**config.mk**
```make
export PLATFORM = sky130hd
export DESIGN_NAME = dmcg_top
export DESIGN_NICKNAME = d
export VERILOG_FILES = /design/src/rtl/dmcg_pkg.sv /design/src/rtl/dmcg_crc_stage.sv /design/src/rtl/dmcg_top.sv
export SDC_FILE = /design/constraint.sdc
export NUM_CORES = 1
export LEC_CHECK = 0
export ABC_AREA = 1
export BUFFER_PORTS_ARGS = -buffer_cell sky130_fd_sc_hd__buf_2
export CORE_UTILIZATION = 35
export DETAILED_ROUTE_END_ITERATION = 8
export GPL_TIMING_DRIVEN = 0
export PLACE_DENSITY = 0.67
export REMOVE_ABC_BUFFERS = 1
export SLEW_MARGIN = 25
export SYNTH_ARGS = -nofsm -noshare
export SYNTH_HDL_FRONTEND = slang
export SYNTH_SLANG_ARGS = --single-unit
```
**constraint.sdc**
```tcl
create_clock -name aclk -period 2.5 [get_ports aclk]
set_clock_uncertainty 0.1 [all_clocks]
set_input_delay 0.125 -clock aclk [delete_from_list [all_inputs] [get_ports aclk]]
set_output_delay 0.125 -clock aclk [all_outputs]
set_load 0.005 [all_outputs]
```
**src/rtl/dmcg_pkg.sv**
```systemverilog
// Purpose: shared constants for the dual mode crc generator and checker
// Assumes: 200 MHz aclk, axi4-lite register access, 32-bit data
// Notes:   residues are held in logical sense, bit 15 most significant
package dmcg_pkg;
  localparam int          CLK_PERIOD_PS   = 5000;
  localparam int          CLR_PULSE_NS    = 100;
  localparam int          CLR_PULSE_CYC   =
    ((CLR_PULSE_NS * 1000) + CLK_PERIOD_PS - 1) / CLK_PERIOD_PS;
  localparam logic [4:0]  CLR_CNT_W_MAX   = 5'(CLR_PULSE_CYC);
  localparam logic [15:0] POLY_CRC16      = 16'h8005;
  localparam logic [15:0] POLY_CCITT      = 16'h1021;
  localparam logic [15:0] RESIDUE_BYTECNT = 16'h0000;
  localparam logic [15:0] RESIDUE_BITSTF  = 16'h1D0F;
  localparam logic [15:0] INIT_BYTECNT    = 16'h0000;
  localparam logic [15:0] INIT_BITSTF     = 16'hFFFF;
  localparam logic [7:0]  ADDR_CTRL       = 8'h00;
  localparam logic [7:0]  ADDR_MAINT      = 8'h04;
  localparam logic [7:0]  ADDR_IN_CTRL    = 8'h08;
  localparam logic [7:0]  ADDR_TX_CRC     = 8'h0C;
  localparam logic [7:0]  ADDR_RX_CRC     = 8'h10;
  localparam int          CTRL_SOM_BIT    = 0;
  localparam int          MAINT_MODE_BIT  = 0;
  localparam int          IN_MATCH_BIT    = 0;
  localparam logic [1:0]  RESP_OKAY       = 2'h0;
  localparam logic [1:0]  RESP_SLVERR     = 2'h2;
endpackage

```
**src/rtl/dmcg_crc_stage.sv**
```systemverilog
// Purpose: one serial crc step for either polynomial
// Assumes: logical-sense values, bit 15 shifts out first
// Notes:   combinational, used by tx and rx registers
`timescale 1ns/1ps
module dmcg_crc_stage (
  input  wire logic [15:0] crc_in,
  input  wire logic        data_bit,
  input  wire logic        bitstuff,
  input  wire logic        feed_en,
  output logic      [15:0] crc_out
);
  logic [15:0] poly;
  logic        fb;

  assign poly = bitstuff ? dmcg_pkg::POLY_CCITT
                         : dmcg_pkg::POLY_CRC16;
  // input gate shared by both modes, gated off while check word goes out
  assign fb = feed_en & (data_bit ^ crc_in[15]);
  // taps not in poly just pass the previous stage
  assign crc_out = {crc_in[14:0], 1'b0} ^ (fb ? poly : 16'h0000);
endmodule

```
**src/rtl/dmcg_top.sv**
```systemverilog
// Purpose: serial crc generator and residue checker with axi4-lite regs
// Assumes: tx/rx bit pulses and phase signals come from outside the clock
// Notes:   external line signals pass a two-stage synchroniser
// Summary of operation
// - sender appends check word after message
// - receiver accumulates data plus check word
// - byte-count mode: zero residue means good
// - bit-stuff mode: residue 016417 means good
// - bit-stuff mode inverts line level polarity
// - maintenance bit 0 selects bit-stuff mode
// - all sixteen residue bits must match
// - any mismatch drops the match flag
// - detect errors only, no correction
// - byte-count uses crc-16 taps 0,2,15
// - bit-stuff uses ccitt taps 0,5,12
// - unused taps pass previous stage unchanged
// - shift once per bit, only when enabled
// - start-of-message bit holds tx register cleared
// - no clear while check-word phase high (start-of-message bit still clears tx register then)
// - 100 ns clear on phase falling edge
// - byte-count tx register starts all zeros
// - bit-stuff registers start all logical ones
// - bit-stuff check word sent complemented
// - match result is input control bit 0
`timescale 1ns/1ps
module dmcg_top (
  input  wire logic        aclk,
  input  wire logic        aresetn,
  input  wire logic [7:0]  s_axi_awaddr,
  input  wire logic        s_axi_awvalid,
  output logic             s_axi_awready,
  input  wire logic [31:0] s_axi_wdata,
  input  wire logic [3:0]  s_axi_wstrb,
  input  wire logic        s_axi_wvalid,
  output logic             s_axi_wready,
  output logic      [1:0]  s_axi_bresp,
  output logic             s_axi_bvalid,
  input  wire logic        s_axi_bready,
  input  wire logic [7:0]  s_axi_araddr,
  input  wire logic        s_axi_arvalid,
  output logic             s_axi_arready,
  output logic      [31:0] s_axi_rdata,
  output logic      [1:0]  s_axi_rresp,
  output logic             s_axi_rvalid,
  input  wire logic        s_axi_rready,
  input  wire logic        tx_bit_pulse,
  input  wire logic        crc_shift_enable,
  input  wire logic        send_check_word_phase,
  input  wire logic        tx_data_bit,
  input  wire logic        rx_bit_pulse,
  input  wire logic        rx_shift_enable,
  input  wire logic        rx_active,
  input  wire logic        rx_data_bit,
  output logic             tx_line_bit_ff,
  output logic             tx_crc_shift_clock_ff,
  output logic             residue_match_flag_ff,
  output logic             bitstuff_mode_select_ff
);
  // synchronisers for line signals: {txp, txen, scw, txd, rxp, rxen, act, rxd}
  logic [7:0] sync1_ff;
  logic [7:0] sync2_ff;
  logic [7:0] line_raw;
  assign line_raw = {tx_bit_pulse, crc_shift_enable, send_check_word_phase,
                     tx_data_bit, rx_bit_pulse, rx_shift_enable, rx_active,
                     rx_data_bit};
  always_ff @(posedge aclk) begin
    if (!aresetn) begin
      sync1_ff <= 8'h00;
      sync2_ff <= 8'h00;
    end else begin
      sync1_ff <= line_raw;
      sync2_ff <= sync1_ff;
    end
  end

  logic txp_s, txen_s, scw_s, txd_s, rxp_s, rxen_s, act_s, rxd_s;
  assign {txp_s, txen_s, scw_s, txd_s, rxp_s, rxen_s, act_s, rxd_s} =
         sync2_ff;

  logic txp_d_ff, rxp_d_ff, scw_d_ff;
  always_ff @(posedge aclk) begin
    if (!aresetn) begin
      txp_d_ff <= 1'b0;
      rxp_d_ff <= 1'b0;
      scw_d_ff <= 1'b0;
    end else begin
      txp_d_ff <= txp_s;
      rxp_d_ff <= rxp_s;
      scw_d_ff <= scw_s;
    end
  end

  wire tx_edge  = txp_s & ~txp_d_ff;
  wire rx_edge  = rxp_s & ~rxp_d_ff;
  wire scw_fall = scw_d_ff & ~scw_s;

  // software registers
  logic       som_ff;
  logic       mode_ff;
  logic [4:0] clr_cnt_ff;
  logic [4:0] nxt_clr_cnt;
  logic [15:0] tx_crc_ff;
  logic [15:0] rx_crc_ff;
  logic [15:0] nxt_tx_crc;
  logic [15:0] nxt_rx_crc;
  logic [15:0] tx_step;
  logic [15:0] rx_step;

  wire som_clear_request = som_ff;
  wire end_clear = (clr_cnt_ff != 5'h00);
  wire tx_clear  = som_clear_request | end_clear;
  wire [15:0] init_val = mode_ff ? dmcg_pkg::INIT_BITSTF
                                 : dmcg_pkg::INIT_BYTECNT;

  // falling edge starts the short clear; high phase keeps it idle
  assign nxt_clr_cnt = scw_fall ? dmcg_pkg::CLR_CNT_W_MAX
                     : (scw_s ? 5'h00
                     : (end_clear ? clr_cnt_ff - 5'h01 : 5'h00));

  wire tx_shift = tx_edge & txen_s;

  dmcg_crc_stage u_tx_stage (
    .crc_in   (tx_crc_ff),
    .data_bit (txd_s),
    .bitstuff (mode_ff),
    .feed_en  (~scw_s),
    .crc_out  (tx_step)
  );

  dmcg_crc_stage u_rx_stage (
    .crc_in   (rx_crc_ff),
    .data_bit (rxd_s),
    .bitstuff (mode_ff),
    .feed_en  (1'b1),
    .crc_out  (rx_step)
  );

  assign nxt_tx_crc = tx_clear ? init_val
                    : (tx_shift ? tx_step : tx_crc_ff);
  // receiver runs over data and received check word alike
  assign nxt_rx_crc = ~act_s ? init_val
                    : ((rx_edge & rxen_s) ? rx_step : rx_crc_ff);

  // send-phase output: data while accumulating, then register msb, complemented in bit-stuff mode
  wire tx_logic_bit = scw_s ? (mode_ff ? ~tx_crc_ff[15]
                                       : tx_crc_ff[15])
                            : txd_s;
  // bit-stuff line level is inverted
  wire tx_level = tx_logic_bit ^ mode_ff;

  wire [15:0] expect_res = mode_ff ? dmcg_pkg::RESIDUE_BITSTF
                                   : dmcg_pkg::RESIDUE_BYTECNT;
  // flag only, no correction attempted
  wire match = (rx_crc_ff == expect_res);

  always_ff @(posedge aclk) begin
    if (!aresetn) begin
      clr_cnt_ff            <= 5'h00;
      tx_crc_ff             <= 16'h0000;
      rx_crc_ff             <= 16'h0000;
      tx_line_bit_ff        <= 1'b0;
      tx_crc_shift_clock_ff <= 1'b0;
      residue_match_flag_ff <= 1'b0;
      bitstuff_mode_select_ff <= 1'b0;
    end else begin
      clr_cnt_ff            <= nxt_clr_cnt;
      tx_crc_ff             <= nxt_tx_crc;
      rx_crc_ff             <= nxt_rx_crc;
      tx_line_bit_ff        <= tx_level;
      tx_crc_shift_clock_ff <= tx_shift;
      residue_match_flag_ff <= match;
      bitstuff_mode_select_ff <= mode_ff;
    end
  end

  // axi4-lite write path
  logic        aw_got_ff, w_got_ff;
  logic [7:0]  aw_addr_ff;
  logic [31:0] w_data_ff;
  logic [3:0]  w_strb_ff;
  wire aw_hs   = s_axi_awvalid & s_axi_awready;
  wire w_hs    = s_axi_wvalid & s_axi_wready;
  wire wr_fire = aw_got_ff & w_got_ff & ~s_axi_bvalid;
  wire wr_ctrl  = wr_fire & (aw_addr_ff == dmcg_pkg::ADDR_CTRL) &
                  w_strb_ff[0];
  wire wr_maint = wr_fire & (aw_addr_ff == dmcg_pkg::ADDR_MAINT) &
                  w_strb_ff[0];
  wire wr_known = (aw_addr_ff == dmcg_pkg::ADDR_CTRL) |
                  (aw_addr_ff == dmcg_pkg::ADDR_MAINT);

  always_ff @(posedge aclk) begin
    if (!aresetn) begin
      aw_got_ff     <= 1'b0;
      w_got_ff      <= 1'b0;
      aw_addr_ff    <= 8'h00;
      w_data_ff     <= 32'h0000_0000;
      w_strb_ff     <= 4'h0;
      s_axi_awready <= 1'b0;
      s_axi_wready  <= 1'b0;
      s_axi_bvalid  <= 1'b0;
      s_axi_bresp   <= dmcg_pkg::RESP_OKAY;
      som_ff        <= 1'b0;
      mode_ff       <= 1'b0;
    end else begin
      s_axi_awready <= ~aw_got_ff & ~aw_hs & ~s_axi_bvalid;
      s_axi_wready  <= ~w_got_ff & ~w_hs & ~s_axi_bvalid;
      if (aw_hs) begin
        aw_got_ff  <= 1'b1;
        aw_addr_ff <= s_axi_awaddr;
      end
      if (w_hs) begin
        w_got_ff  <= 1'b1;
        w_data_ff <= s_axi_wdata;
        w_strb_ff <= s_axi_wstrb;
      end
      if (wr_fire) begin
        aw_got_ff    <= 1'b0;
        w_got_ff     <= 1'b0;
        s_axi_bvalid <= 1'b1;
        s_axi_bresp  <= wr_known ? dmcg_pkg::RESP_OKAY
                                 : dmcg_pkg::RESP_SLVERR;
      end else if (s_axi_bvalid & s_axi_bready) begin
        s_axi_bvalid <= 1'b0;
      end
      if (wr_ctrl) begin
        som_ff <= w_data_ff[dmcg_pkg::CTRL_SOM_BIT];
      end
      if (wr_maint) begin
        mode_ff <= w_data_ff[dmcg_pkg::MAINT_MODE_BIT];
      end
    end
  end

  // axi4-lite read path
  logic [31:0] rd_mux;
  logic        rd_known;
  wire ar_hs = s_axi_arvalid & s_axi_arready;
  always_comb begin
    rd_mux   = 32'h0000_0000;
    rd_known = 1'b1;
    unique case (s_axi_araddr)
      dmcg_pkg::ADDR_CTRL:    rd_mux[dmcg_pkg::CTRL_SOM_BIT] = som_ff;
      dmcg_pkg::ADDR_MAINT:   rd_mux[dmcg_pkg::MAINT_MODE_BIT] = mode_ff;
      dmcg_pkg::ADDR_IN_CTRL:
        rd_mux[dmcg_pkg::IN_MATCH_BIT] = residue_match_flag_ff;
      dmcg_pkg::ADDR_TX_CRC:  rd_mux[15:0] = tx_crc_ff;
      dmcg_pkg::ADDR_RX_CRC:  rd_mux[15:0] = rx_crc_ff;
      default:                rd_known = 1'b0;
    endcase
  end

  always_ff @(posedge aclk) begin
    if (!aresetn) begin
      s_axi_arready <= 1'b0;
      s_axi_rvalid  <= 1'b0;
      s_axi_rdata   <= 32'h0000_0000;
      s_axi_rresp   <= dmcg_pkg::RESP_OKAY;
    end else begin
      s_axi_arready <= ~s_axi_rvalid & ~ar_hs;
      if (ar_hs) begin
        s_axi_rvalid <= 1'b1;
        s_axi_rdata  <= rd_mux;
        s_axi_rresp  <= rd_known ? dmcg_pkg::RESP_OKAY
                                 : dmcg_pkg::RESP_SLVERR;
      end else if (s_axi_rvalid & s_axi_rready) begin
        s_axi_rvalid <= 1'b0;
      end
    end
  end
endmodule

```
==> results of run 1 <==
## path summary, 6_finish.rpt
kind	end	slack (ps)	depth (start not counted)
max	rx_crc_ff[5]	290	4
min	aw_addr_ff[0]	10	3
max reg2reg	rx_crc_ff[5]	290	4
min reg2reg	sync2_ff[7]	310	2
## cells by family after synthesis
group | Yosys count | synth area share (%)
buf+inv | 139 | 14.3
other cells | 1 | 0.0874
xor+xnor | 3 | 0.613
fa+ha+maj | 1 | 0.292
compound gates | 86 | 10.1
simple gates | 292 | 29.3
flops | 97 | 45.3
## stage by stage
step	power, W	util [%]	setup slack, ps	setup TNS, ps	cell area (um^2)
after floorplan	0.00252	-	918	0	4110
after global placement	0.00276	38.3	-164	-657	4580
after detailed placement	0.00277	38.3	365	0	4590
after CTS	0.00429	42.8	348	0	5110
after global routing	0.00450	42.8	57.7	0	5110
final	0.00424	42.8	293	0	5110
## power by group
| part | switching (W) | internal, W |
|---|---|---|
| registers | 0.000114 | 0.00171 |
| logic | 0.000595 | 0.000338 |
| clock network | 0.000580 | 0.000898 |
| total | 0.00129 | 0.00295 |
## tightest hold or removal path: cells and delay by family
family	cells	cell delay [ps]
AOI/OAI and AO/OA	2	210
buffers and inverters	1	70
## routing by layer
| metal | vias to the layer above | track usage, % | share of wire [%] |
|---|---|---|---|
| li1 | 2025 | - | - |
| met1 | 1647 | 20.2 | 50 |
| met2 | 100 | 25.0 | 45 |
| met3 | 9 | 3.16 | 4.4 |
| met4 | 0 | 5.42 | 1.1 |
| met5 | - | 0 | 0 |
## repair_timing
action | in CTS | in global routing
buffers inserted | 0 | 0
hold buffers | 21 | 0
hold endpoints to repair | 20 | 0
setup endpoints to repair | 0 | 0
## Yosys cell counts
cell	count
sky130_fd_sc_hd__a21oi_1	37
sky130_fd_sc_hd__a41oi_1	1
sky130_fd_sc_hd__and2_1	1
sky130_fd_sc_hd__buf_1	2
sky130_fd_sc_hd__buf_2	9
sky130_fd_sc_hd__buf_4	18
sky130_fd_sc_hd__buf_6	1
sky130_fd_sc_hd__clkbuf_1	13
sky130_fd_sc_hd__clkinv_1	1
sky130_fd_sc_hd__clkinv_4	1
sky130_fd_sc_hd__conb_1	1
sky130_fd_sc_hd__dfxtp_1	97
sky130_fd_sc_hd__ha_1	1
sky130_fd_sc_hd__inv_1	92
sky130_fd_sc_hd__inv_2	2
sky130_fd_sc_hd__nand2_1	90
sky130_fd_sc_hd__nand2_2	2
sky130_fd_sc_hd__nand3_1	63
sky130_fd_sc_hd__nand3b_1	1
sky130_fd_sc_hd__nand4_1	6
sky130_fd_sc_hd__nand4_4	1
sky130_fd_sc_hd__nor2_1	114
sky130_fd_sc_hd__nor2_2	4
sky130_fd_sc_hd__nor2_4	2
sky130_fd_sc_hd__nor3_1	5
sky130_fd_sc_hd__nor4_1	2
sky130_fd_sc_hd__o21ai_0	33
sky130_fd_sc_hd__o21ai_1	15
sky130_fd_sc_hd__or2_0	1
sky130_fd_sc_hd__xnor2_1	2
sky130_fd_sc_hd__xor2_1	1
## flip-flops by register name (all words and copies together), names as in the netlist, 5 cells and up
| signal | count |
|---|---|
| aw_addr_ff | 8 |
| clr_cnt_ff | 5 |
| rx_crc_ff | 16 |
| s_axi_rdata | 16 |
| sync1_ff | 8 |
| sync2_ff | 8 |
| tx_crc_ff | 16 |
## final cells by class
type / instances / area, um^2
fillers: 1235 / 6850
flip-flops and latches: 97 / 1940
multi-input cells: 400 / 1800
repair buffers: 80 / 508
inverters: 96 / 365
clock buffers: 10 / 239
well taps: 147 / 184
clock inverters: 5 / 78.8
==> results.md, run 1 <==
- The maximum vdd ir drop is 0.385 mV.
- The top cell types in the final layout, fill and taps aside, are sky130_fd_sc_hd__nor2_1, sky130_fd_sc_hd__dfxtp_1, sky130_fd_sc_hd__inv_1.
- The global placement routability congestion is 0.829.
- Setup violations remaining at the end of the flow were counted as 0.
- The most common library cell in the layout ignoring fill and taps is sky130_fd_sc_hd__nor2_1.
- The row count is 40.
- The shortest period the worst path allows is about 2200 ps.
- For the pin with the worst max-slew slack, the measured transition is between 900 and 1000 ps.
- In this run the number of H-tree levels came out at 3.
- Synthesis produced a little over 600 cells.
- The top cell type's share of synthesized area is between 40% and 50%.
- Static timing analysis puts the maximum clock frequency at 453 MHz.
- The critical path's largest stage delay is 730 ps.
- In this run, placement finished with an instance count of 799.
- Synthesis inferred between 90 and 100 register bits.
- For this design the ratio of total power to cell area is 828 mW/mm^2.
- The path type of the worst min-delay path is in -> reg.
- The fraction of layout cells with a size suffix above 1 is around an eighth.
- After synthesis, the cell types taking the most area are sky130_fd_sc_hd__dfxtp_1, sky130_fd_sc_hd__nor2_1, sky130_fd_sc_hd__inv_1, sky130_fd_sc_hd__nand2_1, sky130_fd_sc_hd__nand3_1.
- The final-report max-slew violation count came to 0.
- The area of the die is approximately 0.013 mm^2.
- In this run the horizontal extent of the chip is around 110 um.
- The count of buffers added on input and output ports is between 50 and 60.
- After clock tree synthesis, the clock-pin slew on the worst setup and hold paths is ~70 ps.
- The number of global-route vias before repair is about 3,300.
- The number of ports placed on the die boundary is between 100 and 150.
- The startpoint of the most critical hold path is s_axi_awaddr[0].
- The number of antenna violations at the first check in global routing was 0.
- The data required time of the critical path is approximately 2700 ps.
- The source of the worst register-to-register timing path is sync2_ff[1].
- The antenna diode count is 0.
- After synthesis, the netlist uses 31 different library cells.
- Max-cap violations in this run came to 0.
- Setup repair after global routing left no endpoint under its margin.
- The longest clock path from root to sink contains 2 buffers.
- The signal on the critical path passes through nand2_1, nand2_1, inv_1, a21oi_1.
- The cell area that synthesis handed to floorplanning was between 0.004 and 0.005 mm^2.
- Wires add up to 9.35 mm.
- The HPWL reported at the end of detailed placement is about 6.1 mm.
- The worst setup path is captured at a flip-flop.
- The final clock period utilization by the worst path is 88.3%.
- In this run the worst path has a maximum fanout of 18.
- The detailed router finished its first iteration with 222 violations.
- The number of nets in the final layout is 752.
- The CTS tree is yes.
- The global-route congestion overflow total is 0.
- The sort of element at the start of the critical path is a flip-flop.
- The routed layout has about 3,800 vias.
- The largest area contributor in the netlist is sky130_fd_sc_hd__dfxtp_1.
- The type of the setup path with the least slack is reg -> reg.
- Dividing the synthesized area by the synthesized cell count gives about 6.9 um^2.
- The root buffer selected by CTS is sky130_fd_sc_hd__clkbuf_16.
- The worst path buffer plus inverter count is 1.
- The number of clock buffers inserted by TritonCTS is 9.
- The cell leakage power is 2.49 nW.
- Hold is met by 11.6 ps.
- The total number of clock tree sinks is 97.
- In this run the remaining antenna-violating nets after routing total 0.
- The gate family responsible for the most delay along the worst path is simple AND/OR/NAND/NOR gates.
- The vertical die dimension is between 100 and 150 um.
- The worst endpoint data arrival time is ~2400 ps.
- In this design, the critical path's most frequently occurring cell is sky130_fd_sc_hd__nand2_1.
- Across every metal layer, demand over resource in global routing totals between 10% and 20%.
- The Yosys step of the flow raised 0 warnings.
- In the final routed layout, each cell accounts on average for roughly 11 um.
- The slowest cell on the critical path is sky130_fd_sc_hd__dfxtp_1.
- The largest net degree at the start of global routing is 71.
- The count of endpoints failing hold in the final timing report is 0.
- The worst pin sits at a relative slew slack of a little under two fifths.
- The number of gates resized after CTS was 0.
- The share of synthesized area occupied by flip-flops and latches is 45.3%.
- The count of placed standard cells in the final layout, fillers left out is about 840.
- The launch point of the worst path is sync2_ff[1].
- At the later pin of the worst-skew pair, clock insertion delay measures 340 ps.
- The remaining routing DRC violations is 0.
- The first global-routing pass estimated 15.7 mm of wire.
- The total core area is 0.0120 mm^2.
- The flow ran to the end, and the final reports show no timing, DRC or antenna violations.
- The first TritonRoute pass finished after 5 iterations.
- Dividing the detail-routed via count by the number of cells gives around 4.5.
- The area added between synthesis and finish is 19.3%.
- The initial core utilization is 35.9%.
Power figures use the tool's default switching activity.
==> run 2: changes to the inputs <==
CORE_MARGIN = 5   (was default)
==> run 2 against run 1 <==
  * Die area increased by 15%
  * Non-clock buffer count decreased by 1
  * Combinational power about the same
  * Utilization decreased by 0.39 points
  * Clock-buffer cell count unchanged
  * Final cell count decreased by 0.12%
  * Clock power decreased by 5%
  * Sequential cell count unchanged
  * Sequential power about the same
  * Highest routed layer unchanged
==> results.md, run 2 (synthesis results as in run 1) <==
- Registers take slightly below 0.002 mm^2.
- The count of endpoints failing hold in the final timing report was 0.
- Setup repair after global routing left no endpoint under its margin.
- CTS built an H-tree with a depth of 3.
- The worst-case register-to-register setup slack is between 300 and 400 ps.
- The fmax is about 460 MHz.
- The most critical setup path has its endpoint at rx_crc_ff[5].
- The via count is roughly 3,800.
- The number of buffers between clock root and the deepest sink is 2.
- The cell leakage power is between 2 and 2.5 nW.
- The sort of element at the start of the critical path is a flip-flop.
- After routing the design area is 0.00509 mm^2.
- The row count is 40.
- The critical path is of the reg -> reg type.
- After layout, the worst path uses approximately 87% of the clock period.
- In the layout the commonest cells are sky130_fd_sc_hd__nor2_1, sky130_fd_sc_hd__dfxtp_1, sky130_fd_sc_hd__inv_1.
- The total core area is around 0.012 mm^2.
- For this configuration, the core starts out at a cell density of a little over a third.
- The worst register-to-register path begins at sync2_ff[1].
- Leaving out fill and tap cells, the most frequent cell in the layout is sky130_fd_sc_hd__nor2_1.
- The number of failing setup endpoints in the final timing report is 0.
- The first detailed-routing pass ran for 5 iterations.
- The HPWL reported at the end of detailed placement is roughly 6.3 mm.
- In this run the cell area measured after placement is around 0.0046 mm^2.
- The launch point of the worst path is sync2_ff[1].
- The total number of clock tree sinks is a little under 100.
- In this run the critical register-to-register path is captured at rx_crc_ff[5].
- The count of maximum capacitance violations is 0.
- ~110 I/O pins were placed.
- Summed over all layers, the global routing overflow is 0.
- The worst setup path is captured at a flip-flop.
- The final-report max-slew violation count is 0.
- Wires add up to ~9.3 mm.
- The post-layout total power is 0.00416 W.
- The die covers 0.0146 mm^2.
- In the final design database the tool counted between 700 and 800 nets.
- The residual antenna-violating net count after detailed routing is 0.
- The number of global-route vias before repair is between 3,000 and 4,000.
- The number of input and output port buffers inserted is 59.
- The number of clock buffers inserted by TritonCTS is 9.
- 0 antenna diodes ended up in the layout.
- Gates resized during post-CTS repair numbered 0.
- The count of fill cells added during filler insertion is roughly 1,200.
- The worst-case IR drop observed on VDD is 0.332 mV.
- The global-route wire length before repair is ~16 mm.
- The post-route netlist has 12.5% of its cells at a drive strength greater than 1.
- The overall die width is ~120 um.
- Dividing total power by cell area gives a power density of a little over 800 mW/mm^2.
- The detailed-route vias per instance is 4.51.
- TritonCTS built the clock tree.
- Once the clock tree was built, the setup fixing pass inserted 0 buffers.
- The routed design could run at a clock period as short as 2170 ps.
- Data arrives at the worst endpoint at 2340 ps.
- The vertical die dimension is ~120 um.
- In this run the tightest slew margin relative to its limit is 37.4%.
- The overall routing resource usage is about 14%.
- The data required time of the critical path is about 2700 ps.
- Along the worst hold path, the cell count comes to 3.
- Relative to the synthesized area, the layout overhead comes to 18.7%.
- The number of antenna violations at the first check in global routing is 0.
- The root buffer selected by CTS is sky130_fd_sc_hd__clkbuf_16.
- Entering global routing, the biggest net connects between 70 and 80 pins.
- At the pin with the least slew margin, the transition time is 933 ps.
- The maximum fanout count along the critical path is 18.
- The path type of the worst min-delay path is in -> reg.
- Routability-driven placement finished with a final weighted congestion of between 0.8 and 0.9.
- The routed wire length per instance is ~11 um.
- Hold repair after CTS inserted 20 buffers.
- The clock latency at the later pin of the worst-skew pair is 350 ps.
- The flow ran to the end, and the final reports show no timing, DRC or antenna violations.
- Clock-pin slew was measured on the worst setup and hold paths at 60 ps.
- The largest registers in the layout are rx_crc_ff (16), s_axi_rdata (16), tx_crc_ff (16).
- The cell count of the worst reg-to-reg path is 4.
- For this run, design rule violations remaining after detail routing come to 0.
- The area of the multi-input gates is approximately 0.0018 mm^2.
- The detailed router's first-iteration violation count is 284.
[run 2: cell count changes in the layout (fill, tap and decap cells not counted)]
cell	previous run	this run
sky130_fd_sc_hd__clkinv_2	2	0
sky130_fd_sc_hd__dlygate4sd3_1	21	20
sky130_fd_sc_hd__bufinv_16	2	1
sky130_fd_sc_hd__clkinvlp_4	0	1
sky130_fd_sc_hd__clkinv_4	1	3
[run 2: layout make-up]
| cell class | count | share of cell area (%) |
|---|---|---|
| repair buffers | 79 | 9.78 |
| flip-flops and latches | 97 | 38.2 |
| multi-input cells | 400 | 35.3 |
| clock inverters | 5 | 1.25 |
| clock buffers | 10 | 4.70 |
| well taps | 147 | 3.61 |
| inverters | 96 | 7.18 |
[run 2: routing by layer]
metal	share of wire [%]	track usage, %	up-vias
met5	0	0	-
met4	1.4	4.53	0
met3	5.6	2.85	11
met2	43	20.4	94
met1	50	19.1	1632
li1	-	-	2023
[run 2: power breakdown]
part | leakage [nW] | internal [W] | switching, W | total [W]
logic | 1.52 | 0.000337 | 0.000596 | 0.000933
clock network | 0.145 | 0.000804 | 0.000596 | 0.00140
registers | 0.796 | 0.00171 | 0.000119 | 0.00183
[run 2: per-stage QoR]
step	hold slack [ps]	utilization [%]	setup TNS, ps	instances	setup slack, ps
after floorplan	118	-	0	593	918
after global placement	208	38.2	-200	799	-72.2
after detailed placement	208	38.2	0	799	373
after CTS	2.20	42.4	0	834	367
after global routing	28.2	42.4	0	834	105
final	9.91	42.4	0	834	326
[run 2: worst min-delay path by stage]
| stage | endpoint | startpoint |
|---|---|---|
| floorplan | sync1_ff[0] | aresetn |
| global placement | sync1_ff[7] | tx_bit_pulse |
| detailed placement | sync1_ff[6] | crc_shift_enable |
| CTS | s_axi_rvalid | s_axi_arvalid |
| global route | s_axi_rvalid | s_axi_arvalid |
| finish | s_axi_rvalid | s_axi_arvalid |
[run 2: critical path, cell delays in order (launching register included)]
cell	delay, ps
sky130_fd_sc_hd__dfxtp_1	700
sky130_fd_sc_hd__nand2_1	460
sky130_fd_sc_hd__nand2_1	490
sky130_fd_sc_hd__inv_1	170
sky130_fd_sc_hd__a21oi_1	180
